===== src/hw/serial_shift_pkg.sv =====
// Constants and types for the clocked serial shift interface.
// Assumes a 40 MHz core clock and an APB register bus with 32-bit data.
package serial_shift_pkg;

  // Register indices; byte address is four times the index
  localparam logic [7:0] IDX_PORT_MODE_A   = 8'h04;
  localparam logic [7:0] IDX_SERIAL_MODE   = 8'h05;
  localparam logic [7:0] IDX_SHIFT_LOW     = 8'h06;
  localparam logic [7:0] IDX_SHIFT_HIGH    = 8'h07;
  localparam logic [7:0] IDX_PORT_MODE_C   = 8'h25;
  localparam logic [7:0] IDX_COMMAND       = 8'h30;
  localparam logic [7:0] IDX_STATUS        = 8'h31;

  // Field positions
  localparam int COMMAND_START_BIT = 0;
  localparam int STATUS_SCK_BIT    = 0;
  localparam int STATUS_SO_BIT     = 1;
  localparam int STATUS_DONE_BIT   = 2;
  localparam int STATUS_STATE_LSB  = 4;
  localparam int STATUS_COUNT_LSB  = 8;
  localparam int PMC_DIV_RANGE_BIT = 0;
  localparam int PMC_IDLE_BIT      = 1;

  // Values after reset, and the last count value
  localparam logic [3:0] SERIAL_MODE_RESET = 4'h0;
  localparam logic [2:0] PORT_MODE_A_RESET = 3'h0;
  localparam logic [2:0] COUNT_RESET       = 3'h0;
  localparam logic [2:0] COUNT_LAST        = 3'h7;
  localparam logic       SO_RESET          = 1'b1;
  localparam logic       IDLE_RESET        = 1'b1;

  // Cycle counts, top rate code and divider counter width
  localparam int MODE_SETTLE_CYCLES = 2;
  localparam int DIV_BASE_LOW       = 2;
  localparam int DIV_BASE_HIGH      = 4;
  localparam int DIV_TOP_CODE       = 5;
  localparam int DIV_CNT_W          = 13;

  // Transfer modes held in the two low bits of port_mode_a
  typedef enum logic [1:0] {
    MODE_CONT_CLOCK = 2'b00,
    MODE_TRANSMIT   = 2'b01,
    MODE_RECEIVE    = 2'b10,
    MODE_TX_RX      = 2'b11
  } xfer_mode_t;

  typedef enum logic [1:0] {
    ST_START_WAIT = 2'b00,
    ST_CLOCK_WAIT = 2'b01,
    ST_TRANSFER   = 2'b10,
    ST_CONT_CLOCK = 2'b11
  } ser_state_t;

  // serial_mode_reg layout; rate codes 110 and 111 pick the external clock
  typedef struct packed {
    logic       clk_pin_en;
    logic [2:0] clock_rate_field;
  } serial_mode_t;

  localparam logic [1:0] RATE_EXTERNAL_TOP = 2'b11;

endpackage


===== src/hw/serial_shift_if.sv =====
// Clocked serial shift interface: APB slave, clock generator, state machine.
// Assumes SCK and SI arrive asynchronously; SCK is open to a peer when external.
//
// The APB slave port was left to the implementer.
`timescale 1ns/10ps
`default_nettype none

module serial_shift_if (
  input  wire logic        clock,     // 40 MHz core clock
  input  wire logic        arst_n,    // Asynchronous reset, active low
  input  wire logic        psel,      // APB select
  input  wire logic        penable,   // APB enable
  input  wire logic        pwrite,    // APB direction
  input  wire logic [7:0]  paddr,     // APB byte address
  input  wire logic [31:0] pwdata,    // APB write data
  output logic      [31:0] prdata,    // APB read data
  output logic             pready,    // APB ready
  output logic             pslverr,   // APB error, unmapped address
  input  wire logic        sck_in,    // Serial clock pin level
  output logic             sck_out,   // Serial clock drive value
  output logic             sck_oe_n,  // Serial clock drive enable, low drives
  input  wire logic        si_in,     // Serial input pin
  output logic             so_out     // Serial output pin
);

  // Reset release is synchronised; assertion stays asynchronous
  logic rst_a_q;
  logic rst_n_q;
  always_ff @(posedge clock or negedge arst_n) begin
    if (!arst_n) begin
      rst_a_q <= 1'b0;
      rst_n_q <= 1'b0;
    end else begin
      rst_a_q <= 1'b1;
      rst_n_q <= rst_a_q;
    end
  end

  // APB decode; no wait state, ready and read data are registered in the setup cycle so all answers come from flip-flops
  logic [7:0] idx;
  logic       setup;
  logic       access;
  logic       wr;
  logic       mapped;
  assign idx    = {2'b00, paddr[7:2]};
  assign setup  = psel & ~penable;
  assign access = psel & penable & pready;
  assign wr     = access & pwrite;
  always_comb begin
    case (idx)
      serial_shift_pkg::IDX_PORT_MODE_A, serial_shift_pkg::IDX_SERIAL_MODE,
      serial_shift_pkg::IDX_SHIFT_LOW, serial_shift_pkg::IDX_SHIFT_HIGH,
      serial_shift_pkg::IDX_PORT_MODE_C, serial_shift_pkg::IDX_COMMAND,
      serial_shift_pkg::IDX_STATUS: mapped = 1'b1;
      default: mapped = 1'b0;
    endcase
  end

  logic wr_pma;
  logic wr_smr;
  logic wr_srl;
  logic wr_sru;
  logic wr_pmc;
  logic wr_cmd;
  logic wr_stat;
  logic start_op;
  assign wr_pma   = wr & (idx == serial_shift_pkg::IDX_PORT_MODE_A);
  assign wr_smr   = wr & (idx == serial_shift_pkg::IDX_SERIAL_MODE);
  assign wr_srl   = wr & (idx == serial_shift_pkg::IDX_SHIFT_LOW);
  assign wr_sru   = wr & (idx == serial_shift_pkg::IDX_SHIFT_HIGH);
  assign wr_pmc   = wr & (idx == serial_shift_pkg::IDX_PORT_MODE_C);
  assign wr_cmd   = wr & (idx == serial_shift_pkg::IDX_COMMAND);
  assign wr_stat  = wr & (idx == serial_shift_pkg::IDX_STATUS);
  assign start_op = wr_cmd & pwdata[serial_shift_pkg::COMMAND_START_BIT];

  // Registers
  serial_shift_pkg::serial_mode_t smr_q, smr_d1_q, smr_eff_q;
  serial_shift_pkg::ser_state_t   state_q;
  logic [2:0] pma_q;
  logic       div_range_q;
  logic       idle_q;
  logic       done_q;
  logic       so_q;
  logic       first_low_q;
  logic [7:0] shift_q;
  logic [2:0] count_q;

  always_ff @(posedge clock or negedge rst_n_q) begin
    if (!rst_n_q) begin
      smr_q     <= serial_shift_pkg::SERIAL_MODE_RESET;
      smr_d1_q  <= serial_shift_pkg::SERIAL_MODE_RESET;
      smr_eff_q <= serial_shift_pkg::SERIAL_MODE_RESET;
    end else begin
      if (wr_smr)
        smr_q <= pwdata[3:0];
      // New mode settles after two cycles
      smr_d1_q  <= smr_q;
      smr_eff_q <= smr_d1_q;
    end
  end

  always_ff @(posedge clock or negedge rst_n_q) begin
    if (!rst_n_q)
      pma_q <= serial_shift_pkg::PORT_MODE_A_RESET;
    else if (wr_pma)
      pma_q <= pwdata[2:0];
  end

  logic in_xfer;
  assign in_xfer = (state_q == serial_shift_pkg::ST_TRANSFER);

  always_ff @(posedge clock or negedge rst_n_q) begin
    if (!rst_n_q) begin
      div_range_q <= 1'b0;
      idle_q      <= serial_shift_pkg::IDLE_RESET;
    end else if (wr_pmc && !in_xfer) begin
      div_range_q <= pwdata[serial_shift_pkg::PMC_DIV_RANGE_BIT];
      idle_q      <= pwdata[serial_shift_pkg::PMC_IDLE_BIT];
    end
  end

  // Clock decode from the settled mode register; transfer mode straight from pma_q
  logic ext_clk;
  logic pin_en;
  logic cont_mode;
  logic tx_en;
  logic rx_en;
  serial_shift_pkg::xfer_mode_t mode;
  assign mode      = serial_shift_pkg::xfer_mode_t'(pma_q[1:0]);
  assign pin_en    = smr_eff_q.clk_pin_en;
  assign ext_clk   = (smr_eff_q.clock_rate_field[2:1] == serial_shift_pkg::RATE_EXTERNAL_TOP);
  assign cont_mode = (mode == serial_shift_pkg::MODE_CONT_CLOCK);
  assign tx_en     = (mode == serial_shift_pkg::MODE_TRANSMIT) ||
                     (mode == serial_shift_pkg::MODE_TX_RX);
  assign rx_en     = (mode == serial_shift_pkg::MODE_RECEIVE) ||
                     (mode == serial_shift_pkg::MODE_TX_RX);

  // Half period in cycles equals the prescaler ratio
  logic [serial_shift_pkg::DIV_CNT_W-1:0] half_period, div_q;
  logic [3:0] shamt;
  always_comb begin
    shamt = {1'b0, (3'(serial_shift_pkg::DIV_TOP_CODE) - smr_eff_q.clock_rate_field)} << 1;
    half_period = (div_range_q ? serial_shift_pkg::DIV_CNT_W'(serial_shift_pkg::DIV_BASE_HIGH)
                               : serial_shift_pkg::DIV_CNT_W'(serial_shift_pkg::DIV_BASE_LOW))
                  << shamt;
  end

  // Internal clock idles high and runs in every state except start wait
  // Divider restarts whenever the clock is held, so the first half is full
  logic int_run;
  logic sck_q;
  logic int_fall;
  logic int_rise;
  logic div_end;
  assign int_run  = pin_en & ~ext_clk & ~wr_smr &
                    (state_q != serial_shift_pkg::ST_START_WAIT);
  assign div_end  = (div_q == half_period - 1'b1);
  assign int_fall = int_run & div_end & sck_q;
  assign int_rise = int_run & div_end & ~sck_q;

  always_ff @(posedge clock or negedge rst_n_q) begin
    if (!rst_n_q) begin
      div_q <= '0;
      sck_q <= 1'b1;
    end else if (!int_run) begin
      div_q <= '0;
      sck_q <= 1'b1;
    end else if (div_end) begin
      div_q <= '0;
      sck_q <= ~sck_q;
    end else begin
      div_q <= div_q + 1'b1;
    end
  end

  // External clock and data input synchronisers
  // Third stage filters a one-cycle glitch on the pin
  logic sck_s1_q, sck_s2_q, sck_s3_q, sck_lvl_q;
  logic si_s1_q, si_s2_q, si_s3_q, si_lvl_q;
  always_ff @(posedge clock or negedge rst_n_q) begin
    if (!rst_n_q) begin
      {sck_s1_q, sck_s2_q, sck_s3_q, sck_lvl_q} <= 4'hF;
      {si_s1_q, si_s2_q, si_s3_q, si_lvl_q}     <= 4'h0;
    end else begin
      sck_s1_q <= sck_in;
      sck_s2_q <= sck_s1_q;
      sck_s3_q <= sck_s2_q;
      si_s1_q  <= si_in;
      si_s2_q  <= si_s1_q;
      si_s3_q  <= si_s2_q;
      if (sck_s2_q == sck_s3_q)
        sck_lvl_q <= sck_s3_q;
      if (si_s2_q == si_s3_q)
        si_lvl_q <= si_s3_q;
    end
  end

  logic ext_fall;
  logic ext_rise;
  logic ev_fall;
  logic ev_rise;
  assign ext_fall = (sck_s2_q == sck_s3_q) & sck_lvl_q & ~sck_s3_q;
  assign ext_rise = (sck_s2_q == sck_s3_q) & ~sck_lvl_q & sck_s3_q;
  // A mode write keeps the clock off the counter and data register
  assign ev_fall  = pin_en & ~wr_smr & (ext_clk ? ext_fall : int_fall);
  assign ev_rise  = pin_en & ~wr_smr & (ext_clk ? ext_rise : int_rise);

  logic last_rise;
  logic leave_abort;
  assign last_rise   = in_xfer & ev_rise & (count_q == serial_shift_pkg::COUNT_LAST);
  assign leave_abort = in_xfer & (wr_smr | start_op);

  // Control state machine
  always_ff @(posedge clock or negedge rst_n_q) begin
    if (!rst_n_q) begin
      state_q <= serial_shift_pkg::ST_START_WAIT;
    end else if (wr_smr) begin
      state_q <= serial_shift_pkg::ST_START_WAIT;
    end else begin
      case (state_q)
        serial_shift_pkg::ST_START_WAIT: begin
          if (start_op)
            state_q <= serial_shift_pkg::ST_CLOCK_WAIT;
        end
        serial_shift_pkg::ST_CLOCK_WAIT: begin
          if (ev_fall)
            state_q <= (!ext_clk && cont_mode) ? serial_shift_pkg::ST_CONT_CLOCK
                                               : serial_shift_pkg::ST_TRANSFER;
        end
        serial_shift_pkg::ST_TRANSFER: begin
          if (start_op)
            state_q <= serial_shift_pkg::ST_CLOCK_WAIT;
          else if (last_rise)
            state_q <= ext_clk ? serial_shift_pkg::ST_CLOCK_WAIT
                               : serial_shift_pkg::ST_START_WAIT;
        end
        serial_shift_pkg::ST_CONT_CLOCK: state_q <= serial_shift_pkg::ST_CONT_CLOCK;
        default: state_q <= serial_shift_pkg::ST_START_WAIT;
      endcase
    end
  end

  // Counter counts rises; any exit from transfer or start clears it
  always_ff @(posedge clock or negedge rst_n_q) begin
    if (!rst_n_q)
      count_q <= serial_shift_pkg::COUNT_RESET;
    else if (wr_smr || start_op || last_rise)
      count_q <= serial_shift_pkg::COUNT_RESET;
    else if (in_xfer && ev_rise)
      count_q <= count_q + 1'b1;
  end

  // Set while the first low half of a transfer is in progress
  always_ff @(posedge clock or negedge rst_n_q) begin
    if (!rst_n_q)
      first_low_q <= 1'b0;
    else if (state_q == serial_shift_pkg::ST_CLOCK_WAIT && ev_fall && !wr_smr)
      first_low_q <= 1'b1;
    else if (ev_rise || !in_xfer || start_op)
      first_low_q <= 1'b0;
  end

  // Done flag; a set in the clearing cycle wins
  logic done_set;
  assign done_set = last_rise | (leave_abort & ~first_low_q);
  always_ff @(posedge clock or negedge rst_n_q) begin
    if (!rst_n_q)
      done_q <= 1'b0;
    else if (done_set)
      done_q <= 1'b1;
    else if (wr_stat && pwdata[serial_shift_pkg::STATUS_DONE_BIT])
      done_q <= 1'b0;
  end

  // Data register: LSB out first, receive bit enters at the top
  logic shifting;
  assign shifting = (state_q == serial_shift_pkg::ST_CLOCK_WAIT || in_xfer) && ev_rise;
  always_ff @(posedge clock or negedge rst_n_q) begin
    if (!rst_n_q) begin
      shift_q <= 8'h00;
    end else if (shifting) begin
      shift_q <= {(rx_en ? si_lvl_q : shift_q[0]), shift_q[7:1]};
    end else begin
      if (wr_srl)
        shift_q[3:0] <= pwdata[3:0];
      if (wr_sru)
        shift_q[7:4] <= pwdata[3:0];
    end
  end

  // SO holds a defined level from reset rather than floating
  logic out_fall;
  assign out_fall = ev_fall & tx_en & (in_xfer || state_q == serial_shift_pkg::ST_CLOCK_WAIT);
  always_ff @(posedge clock or negedge rst_n_q) begin
    if (!rst_n_q)
      so_q <= serial_shift_pkg::SO_RESET;
    else if (out_fall)
      so_q <= shift_q[0];
    else if (wr_pmc && !in_xfer)
      so_q <= pwdata[serial_shift_pkg::PMC_IDLE_BIT];
  end

  // Pin drivers, all from flip-flops
  always_ff @(posedge clock or negedge rst_n_q) begin
    if (!rst_n_q) begin
      sck_out  <= 1'b1;
      sck_oe_n <= 1'b1;
      so_out   <= serial_shift_pkg::SO_RESET;
    end else begin
      sck_out  <= sck_q;
      sck_oe_n <= ~(pin_en & ~ext_clk);
      so_out   <= so_q;
    end
  end

  // Read data; write-only registers read as zero
  logic [31:0] rd_d;
  always_comb begin
    rd_d = 32'h0000_0000;
    case (idx)
      serial_shift_pkg::IDX_SHIFT_LOW:  rd_d[3:0] = shift_q[3:0];
      serial_shift_pkg::IDX_SHIFT_HIGH: rd_d[3:0] = shift_q[7:4];
      serial_shift_pkg::IDX_STATUS: begin
        rd_d[serial_shift_pkg::STATUS_SCK_BIT]  = sck_oe_n ? sck_lvl_q : sck_q;
        rd_d[serial_shift_pkg::STATUS_SO_BIT]   = so_q;
        rd_d[serial_shift_pkg::STATUS_DONE_BIT] = done_q;
        rd_d[serial_shift_pkg::STATUS_STATE_LSB +: 2] = state_q;
        rd_d[serial_shift_pkg::STATUS_COUNT_LSB +: 3] = count_q;
      end
      default: rd_d = 32'h0000_0000;
    endcase
  end

  always_ff @(posedge clock or negedge rst_n_q) begin
    if (!rst_n_q) begin
      pready  <= 1'b0;
      pslverr <= 1'b0;
      prdata  <= 32'h0000_0000;
    end else begin
      pready  <= setup;
      pslverr <= setup & ~mapped;
      if (setup && !pwrite)
        prdata <= rd_d;
    end
  end

  // idle_q kept for software view symmetry with port_mode_c
  logic unused_ok;
  assign unused_ok = idle_q ^ pma_q[2] ^ access;

endmodule

`default_nettype wire


===== config.mk =====
export PLATFORM = sky130hd
export DESIGN_NAME = serial_shift_if
export DESIGN_NICKNAME = d
export VERILOG_FILES = /design/src/hw/serial_shift_pkg.sv /design/src/hw/serial_shift_if.sv
export SDC_FILE = /design/constraint.sdc
export NUM_CORES = 1
export LEC_CHECK = 0
export ABC_AREA = 1
export BUFFER_PORTS_ARGS = -buffer_cell sky130_fd_sc_hd__buf_2
export CAP_MARGIN = 20
export CELL_PAD_IN_SITES_DETAIL_PLACEMENT = 0
export CELL_PAD_IN_SITES_GLOBAL_PLACEMENT = 2
export CORE_UTILIZATION = 35
export CTS_BUF_LIST = sky130_fd_sc_hd__clkbuf_2
export CTS_CLUSTER_SIZE = 30
export DETAILED_ROUTE_END_ITERATION = 8
export MAX_ROUTING_LAYER = met4
export PLACE_DENSITY = 0.95
export SYNTH_ARGS = -nofsm -noshare
export SYNTH_HDL_FRONTEND = slang
export SYNTH_SLANG_ARGS = --single-unit

===== constraint.sdc =====
create_clock -name clock -period 6.3 [get_ports clock]
set_input_delay 0.945 -clock clock [delete_from_list [all_inputs] [get_ports clock]]
set_output_delay 0.945 -clock clock [all_outputs]
set_load 0.03 [all_outputs]

==> out/qor.txt <==
number of post-CTS setup repair buffers - 0
H-tree levels - 3
vias - 2858
drt total wl - 7532 um
CP delay by family, top - simple AND/OR/NAND/NOR gates
total CTS buffers - 9
area leader, netlist - dfrtp_1
CP Buf/Inv Count - 3
status - completed
CP cell instances - inv_2, ha_1, inv_2, nand3_1, ha_1, nand2_1, nand4_1, nor2_1, nand2_1, nor2_1, nand3_2, nor2_4, nand3_2, nand2_4, nand3_4, nand2_2, inv_2, nand2_1, o211ai_1
Slew headroom - 43.77%
Setup Skew - 0.02060 ns
power density cells - 228.2 mW/mm^2
clock slew at the register clock pins of the worst setup and hold paths - 0.23 ns
Top Ports - 84
Die Width - 104.6 um
Fin. Hold Viols - 0
WP data required - 6.72 ns
Slew @ Worst Pin - 0.8435 ns
Syn-to-layout area delta - 10.39%
Post-synth ARST share - 100.0%
first-pass GRT wire length - 12940 um
setup TNS - 0 ns
non-filler cells, final - 630
Hold WS - 0.1450 ns
Worst Setup Path Type - reg -> reg
slowest cell delay on critical path - 0.47 ns
DRT antenna net count - 0
Synth Instances - 449
DR pass1 iterations - 4
most numerous cell in the Yosys netlist - nand2_1
worst path arrival time - 3.49 ns
GP Congestion - 0.8260
row cnt - 37
Max VDD drop - 89.04 uV
Post-synth EDFFs - 0
startpoint types - flop
Pleak - 2.040 nW
sequential-to-total area share from yosys stat - 47.15%
Hold Buf Count CTS - 0
# fillers - 1046
Resized cells post-CTS - 0
die area - 0.01095 sq mm
critical path's slowest cell - dfrtp_1
Hold Crit Class - in -> async
layout cells sized above 1 - 17.44%
critical path fanouts, max - 8
DP Wirelength - 5730 um
top_reg_cell synth - dfrtp_1
Tot GR Track Use - 15.59%
total clock sinks - 69
synth cell count leaders - nand2_1, dfrtp_1, inv_1, nor2_1, nand3_1
Initial Utilization - 35.87%
initial antenna violation count - 1
library cells used by synthesis - 37
CP endpoint kind - flop
placed cells - 613
Overflow after GRT - 0
Final setup viols - 0
via density per instance - 4.537
number of synthesized register bits - 69
largest net degree at the start of global routing - 68
count of input and output buffers - 30
Peak Freq - 326.2 MHz
Final nets - 546
post-synth top area share - 40.73%
Total Power - 0.0009284 W
die height - 104.6 um
Multi-input gate area - 0.001598 sq mm
DR DRC count - 0
worst skew pair latency - 0.54 ns
clk root buf - clkbuf_2
Clock Path Buffers - 2
maxcap violations - 0
Synth area leaders - dfrtp_1, nand2_1, dfstp_2, inv_1, buf_4
Routed wire per std cell - 11.96 um
crit share post-route - 48.66%
synth warn - 0
Mean Syn Cell Area - 8.209 sq um
Iter 0 DRT Violations - 152
FF/Latch Area - 0.001739 sq mm
Tmin final - 3.066 ns
RSZ-0062 raised after global routing - false
core area - 0.01028 sq mm
number of global-route vias before repair - 2795
Layout Utilization - 39.59%
Cell Area, Synth - 0.003686 sq mm
TritonCTS clock tree - yes
Slew Limit Fails - 0
layout make-up:
type / count / share of cell area (%)
clock inverter: 7 / 2.583
antenna: 1 / 0.06150
clock buffer: 9 / 1.107
sequential: 69 / 42.74
timing repair buffer: 31 / 3.875
inverter: 67 / 6.181
multi-input combinational: 310 / 39.27
tap: 136 / 4.182
flip-flops by register name, summed over array words and instances (netlist names), 2 cells and up:
name and flops:
div_q 13, shift_q 8, smr_eff_q 3, state_q 2
smr_d1_q 4, pma_q 2, count_q 3, prdata 9
smr_q 4
worst paths after layout:
| path | start | endpoint | slack, ns | cells past startpoint |
|---|---|---|---|---|
| max | smr_eff_q[1] | shift_q[6] | 3.23 | 19 |
| min | arst_n | rst_n_q | 0.14 | 1 |
| max reg2reg | smr_eff_q[1] | shift_q[6] | 3.23 | 19 |
| min reg2reg | sck_s1_q | sck_s2_q | 0.37 | 0 |
| max in group asynchronous | rst_n_q | pready | 5.30 | 1 |
| min in group clock | sck_s1_q | sck_s2_q | 0.37 | 0 |
logic make-up after synthesis:
family / Yosys count / share of synthesized area (%)
XOR/XNOR: 8 / 1.901
adder cells (fa/ha/maj): 12 / 4.005
other: 2 / 0.2037
AND/OR/NAND/NOR: 225 / 27.97
buffers and inverters: 92 / 11.74
multiplexers: 2 / 0.5431
flip-flops: 69 / 47.15
AO/OA/AOI/OAI: 39 / 6.483
metrics by stage:
step           worst slack [ns]  instance area [sq um]
2_1_floorplan             3.696                   3769
3_3_place_gp              3.279                   3916
3_5_place_dp              3.240                   3916
4_1_cts                   3.194                   4066
5_1_grt                   2.937                   4069
6_report                  3.234                   4069
placed cells by master, fill, tap and decap left out, types with 2 or more instances in the layout:
cell type    n
nor2_4       2
dfstp_2      9
inv_1       57
xnor2_1      2
clkbuf_2     9
nand4_1     12
inv_2       10
nor2_1      36
dfrtp_1     59
o31ai_1      3
o211ai_1     9
ha_1        11
o21ai_0     14
buf_2       30
nand2_2      5
inv_6        2
conb_1      24
nand2_1    116
nor2_2       4
o21ai_1      3
nand3_1     26
a31oi_1      2
a21oi_1      5
nor3_1      13
nor3b_1      2
xor2_1       6
nand3b_1     2
nand3_2      3
bufinv_16    2
mux2i_1      2
worst reg2reg max path, stage by stage (launching register included):
cell	delay [ns]
dfrtp_1	0.47
inv_2	0.14
ha_1	0.34
inv_2	0.15
nand3_1	0.13
ha_1	0.36
nand2_1	0.09
nand4_1	0.10
nor2_1	0.11
nand2_1	0.05
nor2_1	0.13
nand3_2	0.10
nor2_4	0.12
nand3_2	0.10
nand2_4	0.10
nand3_4	0.13
nand2_2	0.13
inv_2	0.05
nand2_1	0.05
o211ai_1	0.09
layer usage:
layer	share of wire, %	vias to the layer above	GRT usage, %
met1	49	1329	19.68
met4	2.2	0	6.237
li1	-	1474	-
met5	0	-	-
met3	2.7	14	3.556
met2	46	41	24.27
where the power goes:
group	internal (W)	switching, W	total, W	leakage, nW
Sequential	0.000459	0.0000120	0.000471	0.902
Clock	0.000138	0.000185	0.000322	0.0850
Combinational	0.0000398	0.0000952	0.000135	1.05
(Power assumes the default switching activity.)
